==> src/verilog/pot_params.svh <==
// constants shared by both ends of the quad pot serial link
// assumes a 20 MHz system clock on both ends
`ifndef POT_PARAMS_SVH
`define POT_PARAMS_SVH

`define CLK_PERIOD_NS      50
`define SCK_PERIOD_NS      400
`define NV_WRITE_NS        5000000

`define TYPE_ID            4'h5
`define OP_RD_WIPER        4'h9
`define OP_WR_WIPER        4'hA
`define OP_RD_SET          4'hB
`define OP_WR_SET          4'hC
`define OP_SET_TO_WIPER    4'hD
`define OP_WIPER_TO_SET    4'hE
`define OP_GLB_SET_TO_WIP  4'h1
`define OP_GLB_WIP_TO_SET  4'h8
`define OP_STEP            4'h2
`define OP_STATUS          4'h5
`define STATUS_SEL         4'h1
`define WIPER_MAX          6'h3F
`define WIPER_RESET        6'h00

`define REG_CMD            8'h00
`define REG_DATA           8'h04
`define REG_RX             8'h08
`define REG_STATUS         8'h0C
`define REG_IRQ_STATUS     8'h10
`define REG_IRQ_MASK       8'h14
`define CMD_OP_LSB         4
`define CMD_ADDR_LSB       8
`define DATA_DIR_BIT       8
`define IRQ_DONE_BIT       0
`define IRQ_REFUSED_BIT    1

`endif

==> src/verilog/pot_pkg.sv <==
// types for both ends of the quad pot serial link
// assumes pot_params.svh for the numeric constants
`default_nettype none
package pot_pkg;

  typedef enum logic [4:0] {
    D_IDLE = 5'b00001,
    D_RECV = 5'b00010,
    D_READ = 5'b00100,
    D_STEP = 5'b01000,
    D_WAIT = 5'b10000
  } dev_st_t;

  typedef enum logic [4:0] {
    H_IDLE = 5'b00001,
    H_LOW  = 5'b00010,
    H_HIGH = 5'b00100,
    H_TAIL = 5'b01000,
    H_GAP  = 5'b10000
  } host_st_t;

  typedef struct packed {
    dev_st_t          st;
    logic             cs_m, cs_s, cs_p;
    logic             sck_m, sck_s, sck_p;
    logic             si_m, si_s;
    logic [1:0]       strap_m, strap_s;
    logic [4:0]       nbits;
    logic [7:0]       shf;
    logic [7:0]       cmd;
    logic [7:0]       out;
    logic             so;
    logic             so_oe;
    logic             done;
    logic [3:0][5:0]  wiper;
    logic [15:0][5:0] store;
    logic [31:0]      wip_cnt;
    logic             write_in_progress_flag;
  } dev_state_t;

  typedef struct packed {
    host_st_t    st;
    logic [7:0]  div;
    logic [8:0]  cnt;
    logic [8:0]  nbits;
    logic [23:0] tx;
    logic [7:0]  rx;
    logic        cs_n, sck, si, dir;
    logic        so_m, so_s;
    logic        wr_pend;
    logic [7:0]  wr_addr;
    logic [31:0] rdata;
    logic [9:0]  cmd;
    logic [8:0]  data;
    logic [1:0]  irq_st;
    logic [1:0]  irq_mask;
  } host_state_t;

endpackage
`default_nettype wire

==> src/verilog/pot_spi_if.sv <==
// serial link between the pot controller and the quad pot device
// the serial output line idles high when the device does not drive it
`timescale 1ns/1ps
`default_nettype none
interface pot_spi_if;
  logic cs_n;
  logic sck;
  logic si;
  logic so;
  logic so_oe;
  logic so_line;

  assign so_line = so_oe ? so : 1'b1;

  modport dev  (input cs_n, sck, si, output so, so_oe);
  modport host (output cs_n, sck, si, input so_line);
endinterface
`default_nettype wire

==> src/verilog/quad_pot_spi_command_decoder.sv <==
// device end: decodes serial frames and holds wiper and stored settings
// assumes link pins asynchronous to i_clk; sck well below i_clk / 6
`timescale 1ns/1ps
`default_nettype none
`include "pot_params.svh"

module quad_pot_spi_command_decoder #(
  parameter int NV_WRITE_CYCLES = `NV_WRITE_NS / `CLK_PERIOD_NS
) (
  input  wire logic        i_clk,
  input  wire logic        i_rst,
  input  wire logic [1:0]  i_strap_addr,
  pot_spi_if.dev           link,
  output logic [23:0]      o_wiper,
  output logic             o_write_in_progress
);

  pot_pkg::dev_state_t s_q;
  pot_pkg::dev_state_t s_d;

  function automatic logic [5:0] step_pos(input logic [5:0] p, input logic up);
    if (up)
      step_pos = (p == `WIPER_MAX) ? p : p + 6'h01;
    else
      step_pos = (p == 6'h00) ? p : p - 6'h01;
  endfunction

  logic [7:0] sh;
  logic       rise;
  logic       fall;
  logic       cs_fall;
  logic       cs_rise;
  logic       nv_ok;

  always_comb
  begin
    s_d = s_q;
    s_d.cs_m    = link.cs_n;
    s_d.cs_s    = s_q.cs_m;
    s_d.cs_p    = s_q.cs_s;
    s_d.sck_m   = link.sck;
    s_d.sck_s   = s_q.sck_m;
    s_d.sck_p   = s_q.sck_s;
    s_d.si_m    = link.si;
    s_d.si_s    = s_q.si_m;
    s_d.strap_m = i_strap_addr;
    s_d.strap_s = s_q.strap_m;
    rise    = s_q.sck_s & ~s_q.sck_p;
    fall    = ~s_q.sck_s & s_q.sck_p;
    cs_fall = ~s_q.cs_s & s_q.cs_p;
    cs_rise = s_q.cs_s & ~s_q.cs_p;
    sh      = {s_q.shf[6:0], s_q.si_s};
    // a second nonvolatile write is refused while one is running
    nv_ok   = ~s_q.write_in_progress_flag;

    if (s_q.wip_cnt != 32'h0)
      s_d.wip_cnt = s_q.wip_cnt - 32'h1;
    s_d.write_in_progress_flag = (s_d.wip_cnt != 32'h0);

    unique case (s_q.st)
      pot_pkg::D_IDLE:
      begin
        s_d.so_oe = 1'b0;
      end
      pot_pkg::D_RECV:
      begin
        if (rise)
        begin
          s_d.shf   = sh;
          s_d.nbits = s_q.nbits + 5'd1;
          if (s_q.nbits == 5'd7)
          begin
            if (sh[7:4] != `TYPE_ID || sh[3:2] != 2'b00 || sh[1:0] != s_q.strap_s)
              s_d.st = pot_pkg::D_WAIT;
          end
          else if (s_q.nbits == 5'd15)
          begin
            s_d.cmd = sh;
            unique case (sh[7:4])
              `OP_RD_WIPER:
              begin
                s_d.out = {2'b00, s_q.wiper[sh[1:0]]};
                s_d.st  = pot_pkg::D_READ;
              end
              `OP_RD_SET:
              begin
                s_d.out = {2'b00, s_q.store[sh[3:0]]};
                s_d.st  = pot_pkg::D_READ;
              end
              `OP_STATUS:
              begin
                s_d.out = {7'h00, s_q.write_in_progress_flag};
                s_d.st  = (sh[3:0] == `STATUS_SEL) ? pot_pkg::D_READ : pot_pkg::D_WAIT;
              end
              `OP_STEP:
              begin
                s_d.st = pot_pkg::D_STEP;
              end
              `OP_WR_WIPER, `OP_WR_SET:
              begin
                s_d.st = pot_pkg::D_RECV;
              end
              `OP_SET_TO_WIPER, `OP_WIPER_TO_SET, `OP_GLB_SET_TO_WIP, `OP_GLB_WIP_TO_SET:
              begin
                s_d.done = 1'b1;
                s_d.st   = pot_pkg::D_WAIT;
              end
              default:
              begin
                s_d.st = pot_pkg::D_WAIT;
              end
            endcase
          end
          else if (s_q.nbits == 5'd23)
          begin
            s_d.done = 1'b1;
            s_d.st   = pot_pkg::D_WAIT;
          end
        end
      end
      pot_pkg::D_READ:
      begin
        if (fall)
        begin
          s_d.so    = s_q.out[7];
          s_d.so_oe = 1'b1;
          s_d.out   = {s_q.out[6:0], 1'b0};
        end
      end
      pot_pkg::D_STEP:
      begin
        if (rise)
          s_d.wiper[s_q.cmd[1:0]] = step_pos(s_q.wiper[s_q.cmd[1:0]], s_q.si_s);
      end
      pot_pkg::D_WAIT:
      begin
        s_d.so_oe = 1'b0;
      end
    endcase

    // the frame takes effect when chip select ends it, except a step, which moves the wiper on each sck rise
    if (cs_rise)
    begin
      if (s_q.done)
      begin
        unique case (s_q.cmd[7:4])
          `OP_WR_WIPER:
            s_d.wiper[s_q.cmd[1:0]] = s_q.shf[5:0];
          `OP_WR_SET:
            if (nv_ok)
            begin
              s_d.store[s_q.cmd[3:0]] = s_q.shf[5:0];
              s_d.wip_cnt = 32'(NV_WRITE_CYCLES);
            end
          `OP_SET_TO_WIPER:
            s_d.wiper[s_q.cmd[1:0]] = s_q.store[s_q.cmd[3:0]];
          `OP_WIPER_TO_SET:
            if (nv_ok)
            begin
              s_d.store[s_q.cmd[3:0]] = s_q.wiper[s_q.cmd[1:0]];
              s_d.wip_cnt = 32'(NV_WRITE_CYCLES);
            end
          `OP_GLB_SET_TO_WIP:
            for (int i = 0; i < 4; i++)
              s_d.wiper[i] = s_q.store[{s_q.cmd[3:2], 2'(i)}];
          `OP_GLB_WIP_TO_SET:
            if (nv_ok)
            begin
              for (int i = 0; i < 4; i++)
                s_d.store[{s_q.cmd[3:2], 2'(i)}] = s_q.wiper[i];
              s_d.wip_cnt = 32'(NV_WRITE_CYCLES);
            end
          default:
          begin
          end
        endcase
        s_d.write_in_progress_flag = (s_d.wip_cnt != 32'h0);
      end
      s_d.st    = pot_pkg::D_IDLE;
      s_d.done  = 1'b0;
      s_d.so_oe = 1'b0;
    end
    else if (cs_fall)
    begin
      s_d.st    = pot_pkg::D_RECV;
      s_d.nbits = 5'd0;
      s_d.done  = 1'b0;
      s_d.so_oe = 1'b0;
    end
  end

  always_ff @(posedge i_clk or posedge i_rst)
  begin
    if (i_rst)
    begin
      s_q         <= '0;
      s_q.st      <= pot_pkg::D_IDLE;
      s_q.cs_m    <= 1'b1;
      s_q.cs_s    <= 1'b1;
      s_q.cs_p    <= 1'b1;
      s_q.so      <= 1'b1;
      s_q.wiper   <= {4{`WIPER_RESET}};
    end
    else
    begin
      s_q <= s_d;
    end
  end

  assign link.so             = s_q.so;
  assign link.so_oe          = s_q.so_oe;
  assign o_wiper             = s_q.wiper;
  assign o_write_in_progress = s_q.write_in_progress_flag;

endmodule
`default_nettype wire
==> src/flat_wrapper.sv <==
// flat-port wrapper written by rule: the top's interface ports become plain ports
module quad_pot_spi_command_decoder_flat 
#(
  parameter int NV_WRITE_CYCLES = `NV_WRITE_NS / `CLK_PERIOD_NS
)
  (i_clk, i_rst, i_strap_addr, o_wiper, o_write_in_progress, link_cs_n, link_sck, link_si, link_so, link_so_oe);
  pot_spi_if link_i ();
  input  wire logic i_clk;
  input  wire logic i_rst;
  input  wire logic [1:0] i_strap_addr;
  output logic [23:0] o_wiper;
  output logic o_write_in_progress;
  input wire logic [$bits(link_i.cs_n)-1:0] link_cs_n;
  input wire logic [$bits(link_i.sck)-1:0] link_sck;
  input wire logic [$bits(link_i.si)-1:0] link_si;
  output wire logic [$bits(link_i.so)-1:0] link_so;
  output wire logic [$bits(link_i.so_oe)-1:0] link_so_oe;
  assign link_i.cs_n = link_cs_n;
  assign link_i.sck = link_sck;
  assign link_i.si = link_si;
  assign link_so = link_i.so;
  assign link_so_oe = link_i.so_oe;
  quad_pot_spi_command_decoder #(.NV_WRITE_CYCLES(NV_WRITE_CYCLES)) u_core (.i_clk(i_clk), .i_rst(i_rst), .i_strap_addr(i_strap_addr), .link(link_i), .o_wiper(o_wiper), .o_write_in_progress(o_write_in_progress));
endmodule
==> config.mk <==
export PLATFORM = sky130hd
export DESIGN_NAME = quad_pot_spi_command_decoder_flat
export DESIGN_NICKNAME = d
export VERILOG_FILES = /design/src/verilog/pot_pkg.sv /design/src/verilog/pot_spi_if.sv /design/src/verilog/quad_pot_spi_command_decoder.sv /design/src/flat_wrapper.sv
export VERILOG_INCLUDE_DIRS = /design/src /design/src/verilog
export SDC_FILE = /design/constraint.sdc
export NUM_CORES = 1
export LEC_CHECK = 0
export ABC_AREA = 1
export BUFFER_PORTS_ARGS = -buffer_cell sky130_fd_sc_hd__buf_2
export CAP_MARGIN = 20
export CORE_ASPECT_RATIO = 0.7
export CORE_MARGIN = 3
export CORE_UTILIZATION = 40
export CTS_CLUSTER_SIZE = 16
export DETAILED_ROUTE_END_ITERATION = 16
export HOLD_SLACK_MARGIN = 0.15
export PLACE_DENSITY_LB_ADDON = 0.2
export RECOVER_POWER = 100
export SYNTH_ARGS = -nofsm -noshare
export SYNTH_HDL_FRONTEND = slang
export SYNTH_SLANG_ARGS = --single-unit
==> constraint.sdc <==
create_clock -name i_clk -period 13.5 [get_ports i_clk]
set_input_delay 1.35 -clock i_clk [delete_from_list [all_inputs] [get_ports i_clk]]
set_output_delay 1.35 -clock i_clk [all_outputs]
set_load 0.01 [all_outputs]
Word-level counts from Yosys, hierarchy flattened
Index checks and enable logic that the tools add are counted.
{"block": "totals", "latchBits": 0, "elab_cells": 221, "output_inout_bits": 27, "in_bits": 7, "ram_bits": 0, "mem_bits_ro": 0, "mem_count": 0, "ff_bits": 202}
{"block": "classes", "magnitude_cmp": 14, "n_eq_ne": 41, "n_shift": 0, "n_reduce_logical": 31, "mux": 82, "addsub": 4, "n_div": 0, "bitwise_logic": 9, "multipliers": 0}
{"op": "$mux W128", "count": 5}
{"op": "$bwmux W96", "count": 6}
{"op": "$pmux W128 S3", "count": 1}
{"op": "$mux W153", "count": 2}
{"op": "$mux W6", "count": 19}
{"op": "$reduce_bool A32 Y1", "count": 3}
{"op": "$bmux W6 S2", "count": 6}
{"op": "$bwmux W24", "count": 3}
{"op": "$pmux W24 S3", "count": 1}
{"op": "$demux W6 S2", "count": 5}
{"op": "$mux W5", "count": 11}
{"op": "$bmux W6 S4", "count": 2}
{"op": "$eq A4 B4 Y1 const B", "count": 12}
{"op": "$mux W24", "count": 2}
{"op": "$mux W16", "count": 2}
{"op": "$mux W32", "count": 1}
{"op": "$sub A32 B1 Y32 const B", "count": 1}
{"op": "$lt A4 B5 Y1 const B", "count": 6}
{"op": "$mux W29", "count": 1}
{"op": "$demux W6 S4", "count": 1}
{"op": "$pmux W8 S3", "count": 1}
{"op": "$mux W21", "count": 1}
{"op": "$ge A4 B1 Y1 const B", "count": 5}
{"op": "$pmux W5 S4", "count": 1}
{"op": "other kinds (43)", "count": 83}

Depth between registers and ports, before layout
Gate-level depths: netlist of run 1.
{"block": "logic_depth", "word_depth": 15, "depth_mapped": 19, "ltp_nobuf": 18}

Worst setup path after synthesis of run 1
OpenSTA, ideal clock, no wires.
{"block": "synth_timing", "path_type": "reg2reg", "start": "register u_core.s_q[165] (netlist name)", "end": "register u_core.s_q (netlist bit u_core.o_wiper[0])", "required_ns": 13.387, "synth_period_minus_slack_ns": 2.173, "arrival_ns": 2.060, "setup_time_ns": 0.113, "n_path_buf": 2, "path_stages_with_launch": 20, "slack_ns": 11.327, "cell_sequence": "dfrtp_1 -> buf_6 -> inv_4 -> nand2_4 -> buf_6 -> o21ai_2 -> nor2_4 -> inv_1 -> ha_1 -> inv_1 -> nor2_2 -> nand2_2 -> nor2_4 -> nand2_1 -> nand2_1 -> nand2_1 -> nand3_1 -> nand3_1 -> nand2_1 -> inv_1"}
{"element": "start: declaration", "line_no": "quad_pot_spi_command_decoder.sv:18", "source": "pot_pkg::dev_state_t s_q;"}

Worst setup path in the final report of run 1
{"block": "layout_timing", "start": "register u_core.s_q[170] (netlist name)", "end": "register u_core.s_q[127] (netlist name)"}
{"block": "layout_between", "elab_chain_len": 4, "word_cells_on_any_way": 11, "cone_classes": "eq/ne (7); mux (3); reduce/logical (1)"}
{"element": "$eq A4 B4 Y1", "line_no": "quad_pot_spi_command_decoder.sv:146", "source": "unique case (s_q.cmd[7:4])"}
{"element": "$pmux W128 S3", "line_no": "quad_pot_spi_command_decoder.sv:146"}
{"element": "$mux W128", "line_no": "quad_pot_spi_command_decoder.sv:144", "source": "if (s_q.done)"}
{"element": "$mux W128", "line_no": "quad_pot_spi_command_decoder.sv:142", "source": "if (cs_rise)"}
Parallel ways exist; a longest one is shown, timed or not. The select of a mux whose other input is x is not followed.
A chain may end at the register's enable or synchronous reset.

==> impl_metrics.yaml, run 1 <==
timing:
  report.final.slew_viol_count: 433
  setup_viol: 0
  skew_ns: 0.04108
  final-hold-violation-count: 0
  finalWorstSetupSlack_ns: 5.786
  hold_slack_ns: 0.3477
  max_clock_freq_ghz: 0.1296
  worst_slew_pin_slew_ns: 4.246
  rsz0062_at_grt: "false"
  tns_ns: 0
  relSlewSlack: -1.846
  period_share: 0.5714
  period_needed_ns: 7.714
drt:
  post_drt_wl_per_cell_microns: 21.58
  first_iter_violations: 2550
  viasPerCell: 5.967
  routed_wl_microns: 55810
  detail-route-antenna-nets: 0
  drc: 0
  vias: 15431
  dr.pass1.iters: 7
yosys:
  seq_area_frac_synth: 0.3447
  yosys_most_used_dff: "dfrtp_1"
  synth_top_family_by_area: "simple AND/OR/NAND/NOR gates"
  synth_nets: 2173
  synth_cell_type_count: 57
  netlist.area_leader.share: 0.3357
  synth_edf_count: 0
  synth.area.mux_share: 0
  synthArstFlopShare: 1.000
  ys_seq_elements: 201
  synth_fa_ha_area_frac: 0.006851
  yosys-top-cells-area: "dfrtp_1, nand2_1, o21ai_0"
  synth_top_area_cell: "dfrtp_1"
  synth_compound_area_frac: 0.2585
  synth_area_sq_um: 14610
  syn_area_per_cell_sq_um: 6.770
  syn_inst: 2158
  synth_xor_area_frac: 0.01139
  yosysWarnings: 0
  yosys.area_share.simple: 0.2627
place:
  pre_cts_slack_ns: 10.17
  placed_area_sq_um: 14810
  dp_hpwl_microns: 38350
  place_congestion: 0.9644
  dp.cells: 2542
  portBuffers: 33
layout:
  fin_nets: 2111
  drive_gt1_frac: 0.07285
  antenna_cells: 0
  areaGrowthSynthToFinish_pct: 6.706
  fin_area_sq_um: 15590
  final_util: 0.4407
  final_cells: 2586
clock_network:
  root_buffer: "clkbuf_16"
  htreeDepth: 1
  cts-buffers-inserted: 24
  worstSkewPairLatency_ns: 0.56
  ctsHoldBuffers: 0
  cts_resized: 0
  cts_tree: "done"
  post_cts_buffers: 0
  clkSinkCount: 201
  cts_buffer_depth: 3
  clk_pin_slew_ns: 0.06
critical_path:
  cp_data_arrival_time_ns: 8.17
  r2r_cells: 10
  crit_fanout: 71
  required_ns: 13.95
  end_kind: "flip-flop"
  regToRegSetupSlack_ns: 5.79
  worst_r2r_endpoint: "u_core.s_q[127]"
  crit_start: "u_core.s_q[170]"
  worstReg2RegStart: "u_core.s_q[170]"
  cp-start-kind: "flip-flop"
  critPathKind: "reg -> reg"
worst_hold_path:
  hold_class: "reg -> reg"
  hold_start: "u_core.s_d[186]"
  hold_end: "u_core.s_q[186]"
  holdPathStages: 0
pwr:
  p_per_area_nw_per_um2: 98.73
  power_mw: 1.539
  p_leak_nw: 6.815
  vdd_ir_drop_max_uv: 113.3
floorplan:
  die_area_sq_um: 38890
  rows: 57
  io_pins: 34
  die_w_microns: 234.4
  die_h_microns: 165.9
  core_area_sq_um: 35370
  initial_core_util: 0.4130
grt:
  grt_pass1_vias: 13919
  grt_pass1_wl_microns: 85280
  antenna_found_initial: 0
  grt_usage: 0.2808
  grt_max_degree: 95
  grt.overflow.total: 0
run:
  maxCapViolCount: 7
run_status:
  outcome: "complete, but fails checks"
  violations: "capacitance limit, slew limit"
## how the worst max path moves through the flow
stage / end / slack [ns]
floorplan: u_core.link.so_oe / 6.68
global placement: u_core.s_q[55] / 10.18
detailed placement: u_core.s_q[49] / 10.17
CTS: u_core.s_q[48] / 10.14
global route: u_core.s_q[127] / 5.44
finish: u_core.s_q[127] / 5.79
## logic make-up after synthesis
| group | after synthesis |
|---|---|
| AND/OR/NAND/NOR | 875 |
| adder cells (fa/ha/maj) | 8 |
| AO/OA/AOI/OAI | 661 |
| buffers and inverters | 394 |
| flip-flops | 201 |
| XOR/XNOR | 19 |
## state kept, by name (all words and copies together), names as in the netlist
register,flops
u_core.link.so_oe,1
u_core.o_write_in_progress,1
u_core.o_wiper,24
u_core.s_d,7
u_core.s_q,167
u_core.link.so,1
## cell usage in the layout, fill, tap and decap left out, drive strengths merged
master / netlist / routed
a211oi: 1 / 1
a21o: 5 / 5
a21oi: 181 / 181
a221oi: 2 / 2
a22oi: 19 / 19
a2bb2oi: 1 / 1
a31o: 4 / 4
a31oi: 3 / 3
a41oi: 1 / 1
buf: 70 / 21
bufinv: 0 / 5
clkbuf: 72 / 63
clkinv: 3 / 11
clkinvlp: 0 / 2
dfrtp: 196 / 196
dfstp: 5 / 5
ha: 8 / 8
inv: 249 / 248
nand2: 396 / 396
nand3: 120 / 120
nand4: 21 / 21
nor2: 309 / 309
nor3: 20 / 20
nor4: 2 / 2
o2111ai: 7 / 7
o211ai: 22 / 22
o21a: 1 / 1
o21ai: 284 / 284
o21bai: 1 / 1
o221ai: 5 / 5
o22ai: 120 / 120
o311ai: 1 / 1
o31ai: 3 / 3
or2: 7 / 7
xnor2: 10 / 10
xor2: 9 / 9
## routing by layer
| metal | wire (microns) | global-route usage |
|---|---|---|
| met1 | 25180 | 0.4468 |
| met2 | 20610 | 0.3543 |
| met3 | 8439 | 0.09259 |
| met4 | 1589 | 0.07030 |
| met5 | 0 | 0 |
## area by class of cell
class                           instances  area, sq um
Fill cell                            3706        19780
Sequential cell                       201         5036
Inverter                              252        964.7
Timing Repair Buffer                   54        266.5
Tap cell                              472        590.6
Clock buffer                           30        663.1
Multi-Input combinational cell       1563         7853
Clock inverter                         14        216.5
## power by group
| part | leakage (nW) | switching [mW] | total [mW] | internal (mW) |
|---|---|---|---|---|
| logic | 3.62 | 0.136 | 0.180 | 0.0438 |
| registers | 2.77 | 0.0119 | 0.623 | 0.612 |
| clock network | 0.433 | 0.290 | 0.736 | 0.446 |
| total | 6.81 | 0.438 | 1.54 | 1.10 |
## worst max-delay path, cell delays in order (launching register included)
cell	delay [ns]
dfrtp_1	0.43
nand2_1	0.09
nor2_1	1.18
inv_1	0.38
nand2_1	0.17
nand3_2	0.06
clkbuf_1	1.31
inv_1	0.80
clkbuf_1	2.62
a21oi_1	0.24
a31oi_1	0.29
## Yosys cell counts (all sizes together) (19+ instances only)
| master | count |
|---|---|
| clkbuf | 72 |
| nand3 | 120 |
| nor3 | 20 |
| inv | 249 |
| o21ai | 284 |
| o211ai | 22 |
| buf | 70 |
| nor2 | 309 |
| o22ai | 120 |
| nand4 | 21 |
| dfrtp | 196 |
| a22oi | 19 |
| a21oi | 181 |
| nand2 | 396 |
(Power assumes the default switching activity.)
==> run 2: changes to the inputs <==
Settings changed: ABC_AREA 1 to 0.
Clock period 13.5 ns to 6.5 ns, I/O delays scaled along.
==> impl_metrics.yaml, run 2 <==
yosys:
  yosys-top-cells-count: "dfrtp_1, nor2_1, a22o_1, o22ai_1"
  synth_fa_ha_area_frac: 0.007333
  seq_area_frac_synth: 0.3690
  yosys.area_share.simple: 0.1327
  syn_inst: 1360
  netlist.area_leader.share: 0.3593
  synthArstFlopShare: 1.000
  synth_top_area_cell: "dfrtp_1"
  ys_seq_elements: 201
  synth_xor_area_frac: 0.02173
  synth_most_common_cell: "dfrtp_1"
  yosys_most_used_dff: "dfrtp_1"
  synth_top_family_by_area: "multiplexers"
  yosys-top-cells-area: "dfrtp_1, mux4_2, mux2i_1"
  synth_compound_area_frac: 0.2063
  synth_edf_count: 0
  synth_cell_type_count: 79
  synth_nets: 1375
  yosysWarnings: 0
  synth.area.mux_share: 0.2074
  syn_area_per_cell_sq_um: 10.04
  synth_area_sq_um: 13650
pwr:
  vdd_ir_drop_max_uv: 142.6
  p_int_mw: 2.153
  p_switching_uw: 709.8
  clkPwrFrac: 0.483
  swShare: 0.2479
  p_per_area_nw_per_um2: 196.2
  sequentialPowerShare: 0.460
  p_leak_nw: 5.985
  comb_power_share: 0.056
timing:
  tns_ns: 0
  report.final.slew_viol_count: 90
  period_share: 0.6252
  skew_ns: 0.01362
  setup_viol: 0
  relSlewSlack: -1.806
  rsz0062_at_grt: "false"
  finalWorstSetupSlack_ns: 2.436
  max_clock_freq_ghz: 0.2461
  final-hold-violation-count: 0
  worst_slew_pin_slew_ns: 4.185
  period_needed_ns: 4.064
clock_network:
  htreeDepth: 1
  ctsHoldBuffers: 0
  cts_resized: 0
  post_cts_buffers: 0
  cts_tree: "done"
  cts-buffers-inserted: 24
  clkSinkCount: 201
  cts_buffer_depth: 3
  root_buffer: "clkbuf_16"
  worstSkewPairLatency_ns: 0.54
  clk_pin_slew_ns: 0.06
layout:
  final_common_cell: "dfrtp_1"
  areaGrowthSynthToFinish_pct: 6.884
  n_fill_cell: 3063
  drive_gt1_frac: 0.1418
  top_register: "u_core.s_q"
  mostFrequentLayoutCells: "dfrtp_1, nor2_1, o22ai_1, a22o_1, mux2i_1"
  largest_register_ffs: 167
  fin_area_sq_um: 14590
  fin_nets: 1317
floorplan:
  die_h_microns: 160.6
  initial_core_util: 0.4141
  die_area_sq_um: 36410
  core_area_sq_um: 32960
  rows: 55
  die_w_microns: 226.8
  io_pins: 34
worst_hold_path:
  hold_class: "in -> reg"
critical_path:
  required_ns: 6.94
  crit_fanout: 23
  cp-start-kind: "flip-flop"
  cp_data_arrival_time_ns: 4.51
  end_kind: "flip-flop"
  critPathKind: "reg -> reg"
grt:
  grt_usage: 0.2647
  antenna_found_initial: 1
  grt_max_degree: 139
  grt_pass1_wl_microns: 74040
  grt.overflow.total: 0
  grt_pass1_vias: 11237
drt:
  post_drt_wl_per_cell_microns: 28.08
  drc: 0
  detail-route-antenna-nets: 0
  routed_wl_microns: 49050
  first_iter_violations: 1834
  vias: 12077
  viasPerCell: 6.913
  dr.pass1.iters: 6
run:
  maxCapViolCount: 1
run_status:
  outcome: "complete, but fails checks"
  violations: "capacitance limit, slew limit"
place:
  pre_cts_slack_ns: 3.473
  placed_area_sq_um: 13880
  portBuffers: 33
  dp_hpwl_microns: 32900
  place_congestion: 0.9267
==> run 2: power by group through the flow <==
stage / Clock (mW) / Combinational (mW) / Sequential, mW
3_5_place_dp: 0 / 0.162 / 1.34
2_1_floorplan: 0 / 0.142 / 1.30
4_1_cts: 1.40 / 0.162 / 1.31
5_1_grt: 1.46 / 0.174 / 1.32
3_3_place_gp: 0 / 0.160 / 1.34
6_report: 1.38 / 0.161 / 1.32
==> run 2: worst max-delay path, stage by stage, from the launching register on <==
cell	delay [ns]
dfrtp_1	0.57
and4b_1	0.89
nor3_1	0.15
nor2_1	0.13
clkbuf_1	0.89
nor2_1	0.42
nor2_1	0.50
a211oi_1	0.14
a211oi_1	0.26
==> run 2: kinds of logic (layout without fill, tap and decap cells) <==
| family | Yosys count | count (layout) |
|---|---|---|
| AOI/OAI and AO/OA | 407 | 407 |
| xor gates and xnor gates | 33 | 33 |
| adders and majority gates | 8 | 8 |
| buffers and inverters | 153 | 112 |
| DFF | 201 | 201 |
| muxes | 196 | 196 |
| other | 0 | 1 |
| and+or+nand+nor | 362 | 362 |
==> run 2: area by class of cell <==
| class | count | area, sq um | area share |
|---|---|---|---|
| repair buffers | 56 | 306.5 | 0.02101 |
| flip-flops and latches | 201 | 5040 | 0.3455 |
| clock inverters | 2 | 35.03 | 0.002401 |
| diodes | 1 | 2.502 | 0.0001715 |
| well taps | 427 | 534.3 | 0.03662 |
| clock buffers | 41 | 755.7 | 0.05180 |
| multi-input cells | 1006 | 7865 | 0.5391 |
| inverters | 13 | 50.05 | 0.003431 |
==> run 2: routing by layer <==
layer	global-route usage	vias to the layer above	part of all wire
li1	-	5113	-
met1	0.4087	6037	0.45
met2	0.3315	824	0.38
met3	0.1199	103	0.15
met4	0.05564	0	0.023
met5	0	-	0
==> run 2: worst paths after layout <==
check                           cells past startpoint                 to  slack (ns)       startpoint
worst max-delay path                                8  u_core.o_wiper[4]        2.44  u_core.s_q[169]
worst min-delay path                                1    u_core.s_d[189]        0.22          link_si
worst max register to register                      8  u_core.o_wiper[4]        2.44  u_core.s_q[169]
worst min register to register                      0    u_core.s_d[191]        0.35  u_core.s_d[192]
max in group asynchronous                           3    u_core.s_q[166]        2.88            i_rst
min in group asynchronous                           2    u_core.s_d[189]        1.38            i_rst
==> run 2: metrics by stage <==
step           hold slack [ns]  utilization  total power, mW  cells
5_1_grt                 0.2039       0.4425            2.949   1746
3_3_place_gp            0.3360       0.4211            1.498   1703
4_1_cts                 0.2060       0.4451            2.882   1746
3_5_place_dp            0.3362       0.4211            1.499   1703
6_report                0.2183       0.4426            2.863   1747
2_1_floorplan           0.3312            -            1.442   1360
